===== config.mk =====
export PLATFORM = sky130hd
export DESIGN_NAME = touch_measurement_correction
export DESIGN_NICKNAME = d
export VERILOG_FILES = /design/src/verilog/cco_table.v /design/src/verilog/ma_bank.v /design/src/verilog/touch_measurement_correction.v
export VERILOG_INCLUDE_DIRS = /design/src /design/src/verilog
export SDC_FILE = /design/constraint.sdc
export NUM_CORES = 2
export LEC_CHECK = 0
export BUFFER_PORTS_ARGS = -buffer_cell sky130_fd_sc_hd__buf_4
export CORE_MARGIN = 3
export CORE_UTILIZATION = 32
export CTS_CLUSTER_DIAMETER = 200
export DETAILED_ROUTE_END_ITERATION = 7
export SETUP_SLACK_MARGIN = 0.4
export SYNTH_ARGS = -nofsm -noshare
export SYNTH_HDL_FRONTEND = slang
export SYNTH_SLANG_ARGS = --single-unit
export TNS_END_PERCENT = 50

===== constraint.sdc =====
create_clock -name clk_in -period 21.7 [get_ports clk_in]
set_clock_uncertainty 0.05 [all_clocks]
set_input_delay 3.255 -clock clk_in [delete_from_list [all_inputs] [get_ports clk_in]]
set_output_delay 3.255 -clock clk_in [all_outputs]
set_load 0.01 [all_outputs]

===== src/verilog/tmc_regs.vh =====
`ifndef TMC_REGS_VH
`define TMC_REGS_VH

// ***************************************************************
// register map (byte addresses)
// ***************************************************************
`define ADDR_CTRL      8'h00
`define ADDR_CMD       8'h04
`define ADDR_STATUS    8'h08
`define ADDR_IRQ_STAT  8'h0c
`define ADDR_IRQ_MASK  8'h10
`define ADDR_CAL       8'h14
`define ADDR_RES_SEL   8'h18
`define ADDR_RES_DATA  8'h1c
`define ADDR_OFFSET    8'h20

// ***************************************************************
// field positions and reset values
// ***************************************************************
`define CTRL_MULTI     0
`define CTRL_JMM       1
`define CTRL_RST       2'h0
`define CMD_INIT       0
`define CMD_LAUNCH     1
`define CAL_RST        8'h40
`define IRQ_TABLE      0
`define IRQ_TUNED      1
`define IRQ_SCAN       2
`define IRQ_RESULT     3
`define IRQ_W          4

// ***************************************************************
// sizes
// ***************************************************************
`define DW             17
`define CW             16
`define NSENS          3'h4
`define NFREQ          2'h3
`define NCH            12
`define TBL_N          16
`define MA_SHIFT       3

// ***************************************************************
// tuning and multi-clock constants
// ***************************************************************
`define TUNE_TARGET    16'h0400
`define RATIO_F0       8'h10
`define RATIO_F1       8'h12
`define RATIO_F2       8'h14
`define RATIO_SH       4

// ***************************************************************
// sequencer states
// ***************************************************************
`define ST_IDLE        3'h0
`define ST_INIT        3'h1
`define ST_TUNE        3'h2
`define ST_READY       3'h3
`define ST_SCAN        3'h4
`define ST_DRAIN       3'h5
`define ST_PROC        3'h6

`endif


===== src/verilog/cco_table.v =====
`timescale 1ns/1ps
`include "tmc_regs.vh"

module cco_table (
  // clock and reset
  input wire clk_in,
  input wire resetn_in,
  // table build
  input wire build_in,
  input wire [7:0] cal_in,
  output reg ready_out,
  // sample path
  input wire valid_in,
  input wire [`CW-1:0] count_in,
  output reg valid_out,
  output reg [`CW-1:0] corr_out
);

  reg [`CW-1:0] entry_q [0:`TBL_N-1];
  reg [4:0] idx_q;
  reg busy_q;
  wire [3:0] i4 = idx_q[3:0];
  wire [3:0] inv4 = 4'hf - i4;
  wire [15:0] bow = ({8'h00, i4} * {8'h00, inv4}) * {8'h00, cal_in};
  integer k;

  // builds one entry per clock; the bow term undoes the oscillator's sagging slope
  always @(posedge clk_in or negedge resetn_in) begin
    if (!resetn_in) begin
      idx_q <= 5'h00;
      busy_q <= 1'b0;
      ready_out <= 1'b0;
      for (k = 0; k < `TBL_N; k = k + 1) begin
        entry_q[k] <= 16'h0000;
      end
    end else if (build_in) begin
      idx_q <= 5'h00;
      busy_q <= 1'b1;
      ready_out <= 1'b0;
    end else if (busy_q) begin
      entry_q[i4] <= {i4, 12'h000} + {2'b00, bow[15:2]};
      idx_q <= idx_q + 5'h01;
      if (i4 == 4'hf) begin
        busy_q <= 1'b0;
        ready_out <= 1'b1;
      end
    end
  end

  // linear within a segment, table sets the segment base
  always @(posedge clk_in or negedge resetn_in) begin
    if (!resetn_in) begin
      valid_out <= 1'b0;
      corr_out <= 16'h0000;
    end else begin
      valid_out <= valid_in;
      corr_out <= entry_q[count_in[15:12]] + {4'h0, count_in[11:0]};
    end
  end

endmodule


===== src/verilog/ma_bank.v =====
`timescale 1ns/1ps
`include "tmc_regs.vh"

module ma_bank (
  // clock and reset
  input wire clk_in,
  input wire resetn_in,
  // update port
  input wire clear_in,
  input wire upd_in,
  input wire [3:0] idx_in,
  input wire [`DW-1:0] x_in,
  // read port
  input wire [3:0] rd_idx_in,
  output wire [`DW-1:0] avg_out
);

  wire [`DW-1:0] acc_w [0:`NCH-1];
  genvar g;

  // one accumulator per sensor and frequency channel
  generate
    for (g = 0; g < `NCH; g = g + 1) begin : chan
      reg [`DW-1:0] acc_q;
      reg seeded_q;
      wire signed [`DW+1:0] diff = $signed({2'b00, x_in}) - $signed({2'b00, acc_q});
      wire signed [`DW+1:0] step = diff >>> `MA_SHIFT;
      wire [`DW+1:0] nxt = {2'b00, acc_q} + step;
      assign acc_w[g] = acc_q;
      // first sample seeds the average so it does not ramp from zero
      always @(posedge clk_in or negedge resetn_in) begin
        if (!resetn_in) begin
          acc_q <= 17'h00000;
          seeded_q <= 1'b0;
        end else if (clear_in) begin
          acc_q <= 17'h00000;
          seeded_q <= 1'b0;
        end else if (upd_in && idx_in == g) begin
          seeded_q <= 1'b1;
          acc_q <= seeded_q ? nxt[`DW-1:0] : x_in;
        end
      end
    end
  endgenerate

  assign avg_out = (rd_idx_in < `NCH) ? acc_w[rd_idx_in] : 17'h00000;

endmodule


===== src/verilog/touch_measurement_correction.v =====
// The implementer's own choices: the address-and-strobe port and the register offsets.
`timescale 1ns/1ps
`include "tmc_regs.vh"

// Function
// [RULE1] sequence runs setup, then offset tuning, then detection scans
// [RULE2] software repeats launch, fetch results, wait; wait sets cycle period
// [RULE3] completion from measurement unit flags scan finished and starts processing
// [RULE4] correction table is built during setup before any value is corrected
// [RULE5] each acquired value gets offset removal and correction before judgement
// [RULE6] single-frequency: one random-pulse result, correction then moving average
// [RULE7] value-majority measures each sensor at three frequencies, high-resolution pulses
// [RULE8] correction applied to every count of every drive frequency
// [RULE9] value-majority rescales per-frequency values to one common frequency basis
// [RULE10] two closest of three rescaled values are summed into one
// [RULE11] value-majority merged value is averaged, one result per sensor
// [RULE12] judgement-majority measures each sensor at three frequencies, high-resolution pulses
// [RULE13] judgement-majority skips merging, averages each value, three results per sensor
// [RULE14] table maps raw counts so output is linear in oscillator current
// [RULE15] moving average smooths successive values of each sensor
// [RULE16] fixed averaging window, separate accumulator per sensor and frequency
// [RULE17] results valid only after every sensor and frequency is processed
module touch_measurement_correction (
  // clock and reset
  input wire clk_in,
  input wire resetn_in,
  // register port
  input wire [7:0] addr_in,
  input wire [31:0] wdata_in,
  input wire wr_in,
  input wire rd_in,
  output reg [31:0] rdata_out,
  // measurement unit
  output reg scan_launch_out,
  output wire high_res_out,
  output wire [1:0] freq_count_out,
  input wire meas_valid_in,
  input wire [`CW-1:0] meas_count_in,
  input wire [1:0] meas_sensor_in,
  input wire [1:0] meas_freq_in,
  input wire meas_done_in,
  // judgement side
  output reg result_valid_out,
  output reg judge_ready_out,
  output wire irq_out
);

  // ***************************************************************
  // declarations
  // ***************************************************************
  reg [1:0] ctrl_q;
  reg [7:0] cal_q;
  reg [3:0] res_sel_q;
  reg [`IRQ_W-1:0] irq_stat_q;
  reg [`IRQ_W-1:0] irq_mask_q;
  reg [2:0] state_q;
  reg tuning_q;
  reg build_q;
  reg ma_clear_q;
  reg [1:0] sens_q;
  reg [1:0] fq_q;
  reg [1:0] smp_sens_q;
  reg [1:0] smp_freq_q;
  reg [`CW-1:0] off_q [0:`NCH-1];
  reg [`CW-1:0] val_q [0:`NCH-1];
  reg [`IRQ_W-1:0] irq_set;
  reg ma_upd;
  reg [`DW-1:0] ma_x;
  wire tbl_ready;
  wire corr_valid;
  wire [`CW-1:0] corr;
  wire [`DW-1:0] avg;
  wire [3:0] smp_ch;
  wire [3:0] proc_ch;
  wire [3:0] base_ch;
  wire multi;
  wire judgement_majority_mode;
  wire wr_cmd;
  integer k;

  // channel number from sensor and frequency
  function [3:0] chan;
    input [1:0] s;
    input [1:0] f;
    begin
      chan = {s, 1'b0} + {2'b00, s} + {2'b00, f};
    end
  endfunction

  // distance between two rescaled values
  function [`DW-1:0] absdiff;
    input [`DW-1:0] a;
    input [`DW-1:0] b;
    begin
      absdiff = (a > b) ? a - b : b - a;
    end
  endfunction

  // rescale to the common basis of the first drive frequency
  function [`DW-1:0] rescale;
    input [`CW-1:0] v;
    input [7:0] r;
    reg [`CW+7:0] p;
    begin
      p = {8'h00, v} * {16'h0000, r};
      rescale = p[`DW+`RATIO_SH-1:`RATIO_SH];
    end
  endfunction

  assign multi = ctrl_q[`CTRL_MULTI];
  assign judgement_majority_mode = ctrl_q[`CTRL_JMM];
  assign wr_cmd = wr_in && addr_in == `ADDR_CMD;
  assign smp_ch = chan(smp_sens_q, smp_freq_q);
  assign proc_ch = chan(sens_q, fq_q);
  assign base_ch = chan(sens_q, 2'h0);

  // [RULE6] random pulses, one frequency
  // [RULE7] [RULE12] three frequencies, high resolution
  assign high_res_out = multi;
  assign freq_count_out = multi ? `NFREQ : 2'h1;

  // ***************************************************************
  // correction and averaging stages
  // ***************************************************************
  // [RULE14] [RULE8] every count through the table
  cco_table u_cco (
    .clk_in(clk_in),
    .resetn_in(resetn_in),
    .build_in(build_q),
    .cal_in(cal_q),
    .ready_out(tbl_ready),
    .valid_in(meas_valid_in),
    .count_in(meas_count_in),
    .valid_out(corr_valid),
    .corr_out(corr)
  );

  // [RULE15] [RULE16] per channel smoothing
  ma_bank u_ma (
    .clk_in(clk_in),
    .resetn_in(resetn_in),
    .clear_in(ma_clear_q),
    .upd_in(ma_upd),
    .idx_in(proc_ch),
    .x_in(ma_x),
    .rd_idx_in(res_sel_q),
    .avg_out(avg)
  );

  // ***************************************************************
  // multi-clock merge and average feed
  // ***************************************************************
  reg [`DW-1:0] r0;
  reg [`DW-1:0] r1;
  reg [`DW-1:0] r2;
  reg [`DW-1:0] d01;
  reg [`DW-1:0] d12;
  reg [`DW-1:0] d02;
  reg [`DW-1:0] merged;
  always @* begin
    // [RULE9] common frequency basis
    r0 = rescale(val_q[base_ch], `RATIO_F0);
    r1 = rescale(val_q[base_ch + 4'h1], `RATIO_F1);
    r2 = rescale(val_q[base_ch + 4'h2], `RATIO_F2);
    d01 = absdiff(r0, r1);
    d12 = absdiff(r1, r2);
    d02 = absdiff(r0, r2);
    // [RULE10] closest pair summed; ties go to r0+r1 first, then r1+r2 before r0+r2
    if (d01 <= d12 && d01 <= d02) begin
      merged = r0 + r1;
    end else if (d12 <= d02) begin
      merged = r1 + r2;
    end else begin
      merged = r0 + r2;
    end
    ma_upd = 1'b0;
    ma_x = {1'b0, val_q[proc_ch]};
    if (state_q == `ST_PROC) begin
      if (multi && judgement_majority_mode) begin
        // [RULE13] each frequency averaged on its own
        ma_upd = 1'b1;
      end else if (fq_q == 2'h0) begin
        // [RULE11] merged value into one average
        ma_upd = 1'b1;
        if (multi) begin
          ma_x = merged;
        end
      end
    end
  end

  // ***************************************************************
  // sequencer
  // ***************************************************************
  always @(posedge clk_in or negedge resetn_in) begin
    if (!resetn_in) begin
      state_q <= `ST_IDLE;
      tuning_q <= 1'b0;
      build_q <= 1'b0;
      ma_clear_q <= 1'b0;
      scan_launch_out <= 1'b0;
      result_valid_out <= 1'b0;
      judge_ready_out <= 1'b0;
      sens_q <= 2'h0;
      fq_q <= 2'h0;
    end else begin
      build_q <= 1'b0;
      ma_clear_q <= 1'b0;
      scan_launch_out <= 1'b0;
      judge_ready_out <= 1'b0;
      case (state_q)
        `ST_IDLE: begin
          // [RULE4] table first, averages cleared
          if (wr_cmd && wdata_in[`CMD_INIT]) begin
            build_q <= 1'b1;
            ma_clear_q <= 1'b1;
            result_valid_out <= 1'b0;
            state_q <= `ST_INIT;
          end
        end
        `ST_INIT: begin
          // [RULE1] tuning scan follows setup
          if (tbl_ready && !build_q) begin
            tuning_q <= 1'b1;
            scan_launch_out <= 1'b1;
            state_q <= `ST_SCAN;
          end
        end
        `ST_READY: begin
          // [RULE2] software paces the scans
          // [RULE4] re-init rebuilds the table and retunes; a detour through idle would need a second write
          if (wr_cmd && wdata_in[`CMD_INIT]) begin
            build_q <= 1'b1;
            ma_clear_q <= 1'b1;
            result_valid_out <= 1'b0;
            state_q <= `ST_INIT;
          end else if (wr_cmd && wdata_in[`CMD_LAUNCH]) begin
            result_valid_out <= 1'b0;
            scan_launch_out <= 1'b1;
            state_q <= `ST_SCAN;
          end
        end
        `ST_SCAN: begin
          // [RULE3] completion ends the scan
          if (meas_done_in) begin
            state_q <= `ST_DRAIN;
          end
        end
        `ST_DRAIN: begin
          // last corrected sample lands this cycle
          sens_q <= 2'h0;
          fq_q <= 2'h0;
          tuning_q <= 1'b0;
          state_q <= tuning_q ? `ST_READY : `ST_PROC;
        end
        `ST_PROC: begin
          // [RULE17] valid only after the last channel
          if (fq_q == `NFREQ - 2'h1) begin
            fq_q <= 2'h0;
            if ({1'b0, sens_q} == `NSENS - 3'h1) begin
              result_valid_out <= 1'b1;
              judge_ready_out <= 1'b1;
              state_q <= `ST_READY;
            end else begin
              sens_q <= sens_q + 2'h1;
            end
          end else begin
            fq_q <= fq_q + 2'h1;
          end
        end
        default: begin
          state_q <= `ST_IDLE;
        end
      endcase
    end
  end

  // ***************************************************************
  // sample capture: offsets during tuning, values afterwards
  // ***************************************************************
  always @(posedge clk_in or negedge resetn_in) begin
    if (!resetn_in) begin
      smp_sens_q <= 2'h0;
      smp_freq_q <= 2'h0;
      for (k = 0; k < `NCH; k = k + 1) begin
        off_q[k] <= 16'h0000;
        val_q[k] <= 16'h0000;
      end
    end else begin
      smp_sens_q <= meas_sensor_in;
      smp_freq_q <= meas_freq_in;
      // out-of-range frequency tags are dropped, not aliased
      if (corr_valid && smp_freq_q != 2'h3 && (state_q == `ST_SCAN || state_q == `ST_DRAIN)) begin
        if (tuning_q) begin
          off_q[smp_ch] <= (corr > `TUNE_TARGET) ? corr - `TUNE_TARGET : 16'h0000;
        end else begin
          // [RULE5] offset removed after correction
          val_q[smp_ch] <= (corr > off_q[smp_ch]) ? corr - off_q[smp_ch] : 16'h0000;
        end
      end
    end
  end

  // ***************************************************************
  // register writes and interrupt status
  // ***************************************************************
  always @* begin
    irq_set = 4'h0;
    irq_set[`IRQ_TABLE] = state_q == `ST_INIT && tbl_ready && !build_q;
    irq_set[`IRQ_TUNED] = state_q == `ST_DRAIN && tuning_q;
    irq_set[`IRQ_SCAN] = state_q == `ST_SCAN && meas_done_in;
    irq_set[`IRQ_RESULT] = judge_ready_out;
  end

  // set wins over a same-cycle write-one clear
  always @(posedge clk_in or negedge resetn_in) begin
    if (!resetn_in) begin
      ctrl_q <= `CTRL_RST;
      cal_q <= `CAL_RST;
      res_sel_q <= 4'h0;
      irq_mask_q <= 4'h0;
      irq_stat_q <= 4'h0;
    end else begin
      // mode bits only take effect between scans to keep a scan consistent
      if (wr_in && addr_in == `ADDR_CTRL && (state_q == `ST_IDLE || state_q == `ST_READY)) begin
        ctrl_q <= wdata_in[1:0];
      end
      if (wr_in && addr_in == `ADDR_CAL && state_q == `ST_IDLE) begin
        cal_q <= wdata_in[7:0];
      end
      if (wr_in && addr_in == `ADDR_RES_SEL) begin
        res_sel_q <= wdata_in[3:0];
      end
      if (wr_in && addr_in == `ADDR_IRQ_MASK) begin
        irq_mask_q <= wdata_in[`IRQ_W-1:0];
      end
      if (wr_in && addr_in == `ADDR_IRQ_STAT) begin
        irq_stat_q <= (irq_stat_q & ~wdata_in[`IRQ_W-1:0]) | irq_set;
      end else begin
        irq_stat_q <= irq_stat_q | irq_set;
      end
    end
  end

  assign irq_out = |(irq_stat_q & irq_mask_q);

  // ***************************************************************
  // register reads, data one cycle after the strobe
  // ***************************************************************
  always @(posedge clk_in or negedge resetn_in) begin
    if (!resetn_in) begin
      rdata_out <= 32'h00000000;
    end else if (rd_in) begin
      case (addr_in)
        `ADDR_CTRL: rdata_out <= {30'h00000000, ctrl_q};
        `ADDR_STATUS: rdata_out <= {27'h0000000, tbl_ready, result_valid_out, state_q};
        `ADDR_IRQ_STAT: rdata_out <= {28'h0000000, irq_stat_q};
        `ADDR_IRQ_MASK: rdata_out <= {28'h0000000, irq_mask_q};
        `ADDR_CAL: rdata_out <= {24'h000000, cal_q};
        `ADDR_RES_SEL: rdata_out <= {28'h0000000, res_sel_q};
        `ADDR_RES_DATA: rdata_out <= {15'h0000, avg};
        `ADDR_OFFSET: rdata_out <= (res_sel_q < `NCH) ? {16'h0000, off_q[res_sel_q]} : 32'h00000000;
        default: rdata_out <= 32'h00000000;
      endcase
    end else begin
      rdata_out <= 32'h00000000;
    end
  end

endmodule


==> out/metrics.csv <==
stage,metric,value,unit
run_status,outcome,"finished, final reports clean",
yosys,YS warnings,0,
yosys,post-synthesis area per instance,9.31,um2
timing,final critical-path share of the clock period,0.842,
grt,initial antenna violation count,8,
timing,Setup TNS,0,ns
timing,max-slew violation count,0,
cts,clock-pin slew on the worst setup and hold paths,0.06,ns
yosys,Post-synth EDFFs,0,
grt,all-layer global routing usage,0.194,
yosys,cell count after synthesis,8161,
detailed_routing,Post-route DRC,0,
layout,layout cells sized above 1,0.120,
timing,Worst-Margin Slew,1.28,ns
layout,"commonest non-fill, non-tap cell in the layout",nand2_1,
cts,TritonCTS sink count,934,
timing,FMAX,54.8,MHz
yosys,Yosys cell types,100,
layout,Ant. Diodes,0,
timing,Slew headroom,0.142,
grt,vias in the first global route,61952,
yosys,Main synth FF type,dfrtp_1,
worst_hold_path,Hold WC Path Type,reg -> reg,
floorplanning,Die Width,493,um
floorplanning,total core area,236000,um2
cts,CTS Hold Bufs,0,
worst_setup_path,CP Launch Type,register,
grt,first-pass GRT wire length,371000,um
cts,clk_lat worst skew,0.80,ns
cts,CTS tree,yes,
worst_setup_path,critical path required time,22.24,ns
detailed_routing,wire length per cell,21.5,um
cts,cts repair resizes,0,
yosys,Synth top area share,0.307,
cts,Post-CTS Setup Bufs,0,
cts,Num CTS Buffers,101,
yosys,cell taking the most area after synthesis,dfrtp_1,
floorplanning,Initial Util,0.323,
detailed_routing,drt pass-1 iters,6,
timing,final hold vios,0,
detailed_routing,Final ANT Viol Nets,0,
worst_setup_path,critical path peak fanout,31,
detailed_routing,vias per cell,5.59,
yosys,synthesized area,76000,um2
run,maxcap violations,0,
floorplanning,Ports,105,
yosys,ys async rst share,1.00,
worst_setup_path,WP data arrival,18.80,ns
worst_setup_path,max incr delay on CP,0.79,ns
yosys,"top cells by area, synth","dfrtp_1, ha_1, mux4_2",
grt,gr ovfl total,0,
placed_design,port bufs,64,
yosys,"Seq/Total Area, Yosys",0.308,
detailed_routing,DR vias,62874,
cts,htree depth,3,
placed_design,Placer Congestion,0.944,
worst_setup_path,Slowest cell on crit path,a2111oi_0,
detailed_routing,DR iter-0 viols,5379,
grt,largest net degree at the start of global routing,177,
detailed_routing,total wire length,241000,um
layout,Final #Nets,8845,
cts,clock buffer depth,3,
placed_design,DP HPWL,172000,um
yosys,#FFs+latches synth,934,
timing,RSZ-0062 raised after global routing,false,
floorplanning,Die ar.,243000,um2
worst_setup_path,Crit. End Element,register,
layout,Layout area overhead,9.86,%
timing,final setup violation count,0,
floorplanning,Die Height,493,um
floorplanning,Rows,178,
layout,"commonest cells after routing, fill and taps aside","nand2_1, dfrtp_1, o21ai_0, ha_1, inv_1",
worst_setup_path,classification of the worst setup path,reg -> reg,
cts,Root Buffer,clkbuf_16,
timing,Final min period,18.26,ns
## path summary, 6_finish.rpt
check / from / to / slack, ns / depth (start not counted)
max in group asynchronous: resetn_in / val_q[12]$_DFFE_PN0P_ / 15.92 / 4
worst min register to register: u_cco.entry_q[21]$_DFFE_PN0P_ / u_cco.entry_q[21]$_DFFE_PN0P_ / 0.43 / 2
min in group asynchronous: resetn_in / cal_q[7]$_DFFE_PN0P_ / 2.48 / 1
worst max register to register: sens_q[0]$_DFFE_PN0P_ / u_ma.chan[8].acc_q[16]$_DFFE_PN0P_ / 3.44 / 69
worst min-delay path: u_cco.entry_q[21]$_DFFE_PN0P_ / u_cco.entry_q[21]$_DFFE_PN0P_ / 0.43 / 2
worst max-delay path: sens_q[0]$_DFFE_PN0P_ / u_ma.chan[8].acc_q[16]$_DFFE_PN0P_ / 3.44 / 69
## worst max-delay path: cells and delay by family, from the launching register on
kind,cells,cell delay [ns]
AO/OA/AOI/OAI,35,8.85
adder cells (fa/ha/maj),9,3.48
AND/OR/NAND/NOR,16,2.62
buffers and inverters,5,1.43
flip-flops,1,0.70
multiplexers,1,0.55
XOR/XNOR,3,0.41
## cell type report
cell class	instances	area [um2]
timing repair buffer	207	1590
fill	23738	152000
multi-input combinational	6227	49000
inverter	539	2020
clock buffer	154	2980
clock inverter	34	532
sequential	934	23400
tap	3150	3940
## cells in the mapped netlist, types with 50 or more instances
cell	n
o21ai_0	852
mux2i_1	159
ha_1	709
nor2_1	452
a21o_1	173
inv_1	532
xor2_1	109
a211oi_1	143
xnor2_1	305
a31oi_1	50
dfrtp_1	933
fa_1	60
nor3_1	145
mux4_2	386
a21oi_1	444
nand3_1	62
nand2b_1	76
nand2_1	1056
clkbuf_1	411
o211ai_1	56
mux2_2	140
and2_1	55
nor2b_1	82
o21a_1	99
## registers in the layout (all words and copies together), names as in the netlist, 2 cells and up
name	count
irq_mask_q	4
off_q	192
smp_freq_q	2
val_q	192
smp_sens_q	2
rdata_out	17
u_cco.idx_q	4
irq_stat_q	4
u_cco.corr_out	16
u_ma.chan.seeded_q	12
fq_q	2
state_q	3
cal_q	8
u_ma.chan.acc_q	204
ctrl_q	2
u_cco.entry_q	256
sens_q	2
res_sel_q	4
## routing by layer
layer  part of all wire  routed length, um  vias to the layer above  GRT usage
met4              0.034               8300                       10     0.0649
met3              0.074              17800                      452     0.0338
met5            0.00025                 60                        -          0
li1                   -                  -                    29134          -
met1               0.43             104000                    31096      0.262
met2               0.46             111000                     2182      0.314
## metrics by stage
step                      instances   util  hold WS (ns)  area [um2]  setup slack (ns)
final                         11245  0.354         0.427       83500              3.44
after global routing          11245  0.354         0.445       83500              2.32
after CTS                     11245  0.354         0.431       83500              3.75
after detailed placement      11057  0.339         0.417       80000              3.88
after global placement        11057  0.339         0.406       80000              4.08
after floorplan                8175      -         0.395       76100              4.42
## cell families after synthesis
group                      after synthesis  share of synthesized area
adders and majority gates              772                      0.133
other                                    2                  0.0000988
muxes                                  688                      0.157
buffers and inverters                 1014                     0.0511
xor gates and xnor gates               415                     0.0479
and+or+nand+nor                       2083                      0.120
AOI/OAI and AO/OA                     2253                      0.184
DFF                                    934                      0.308
Power is left out: the tool's default activity adds up to more than one toggle a clock period on the data nets, which glitch-free logic cannot reach.
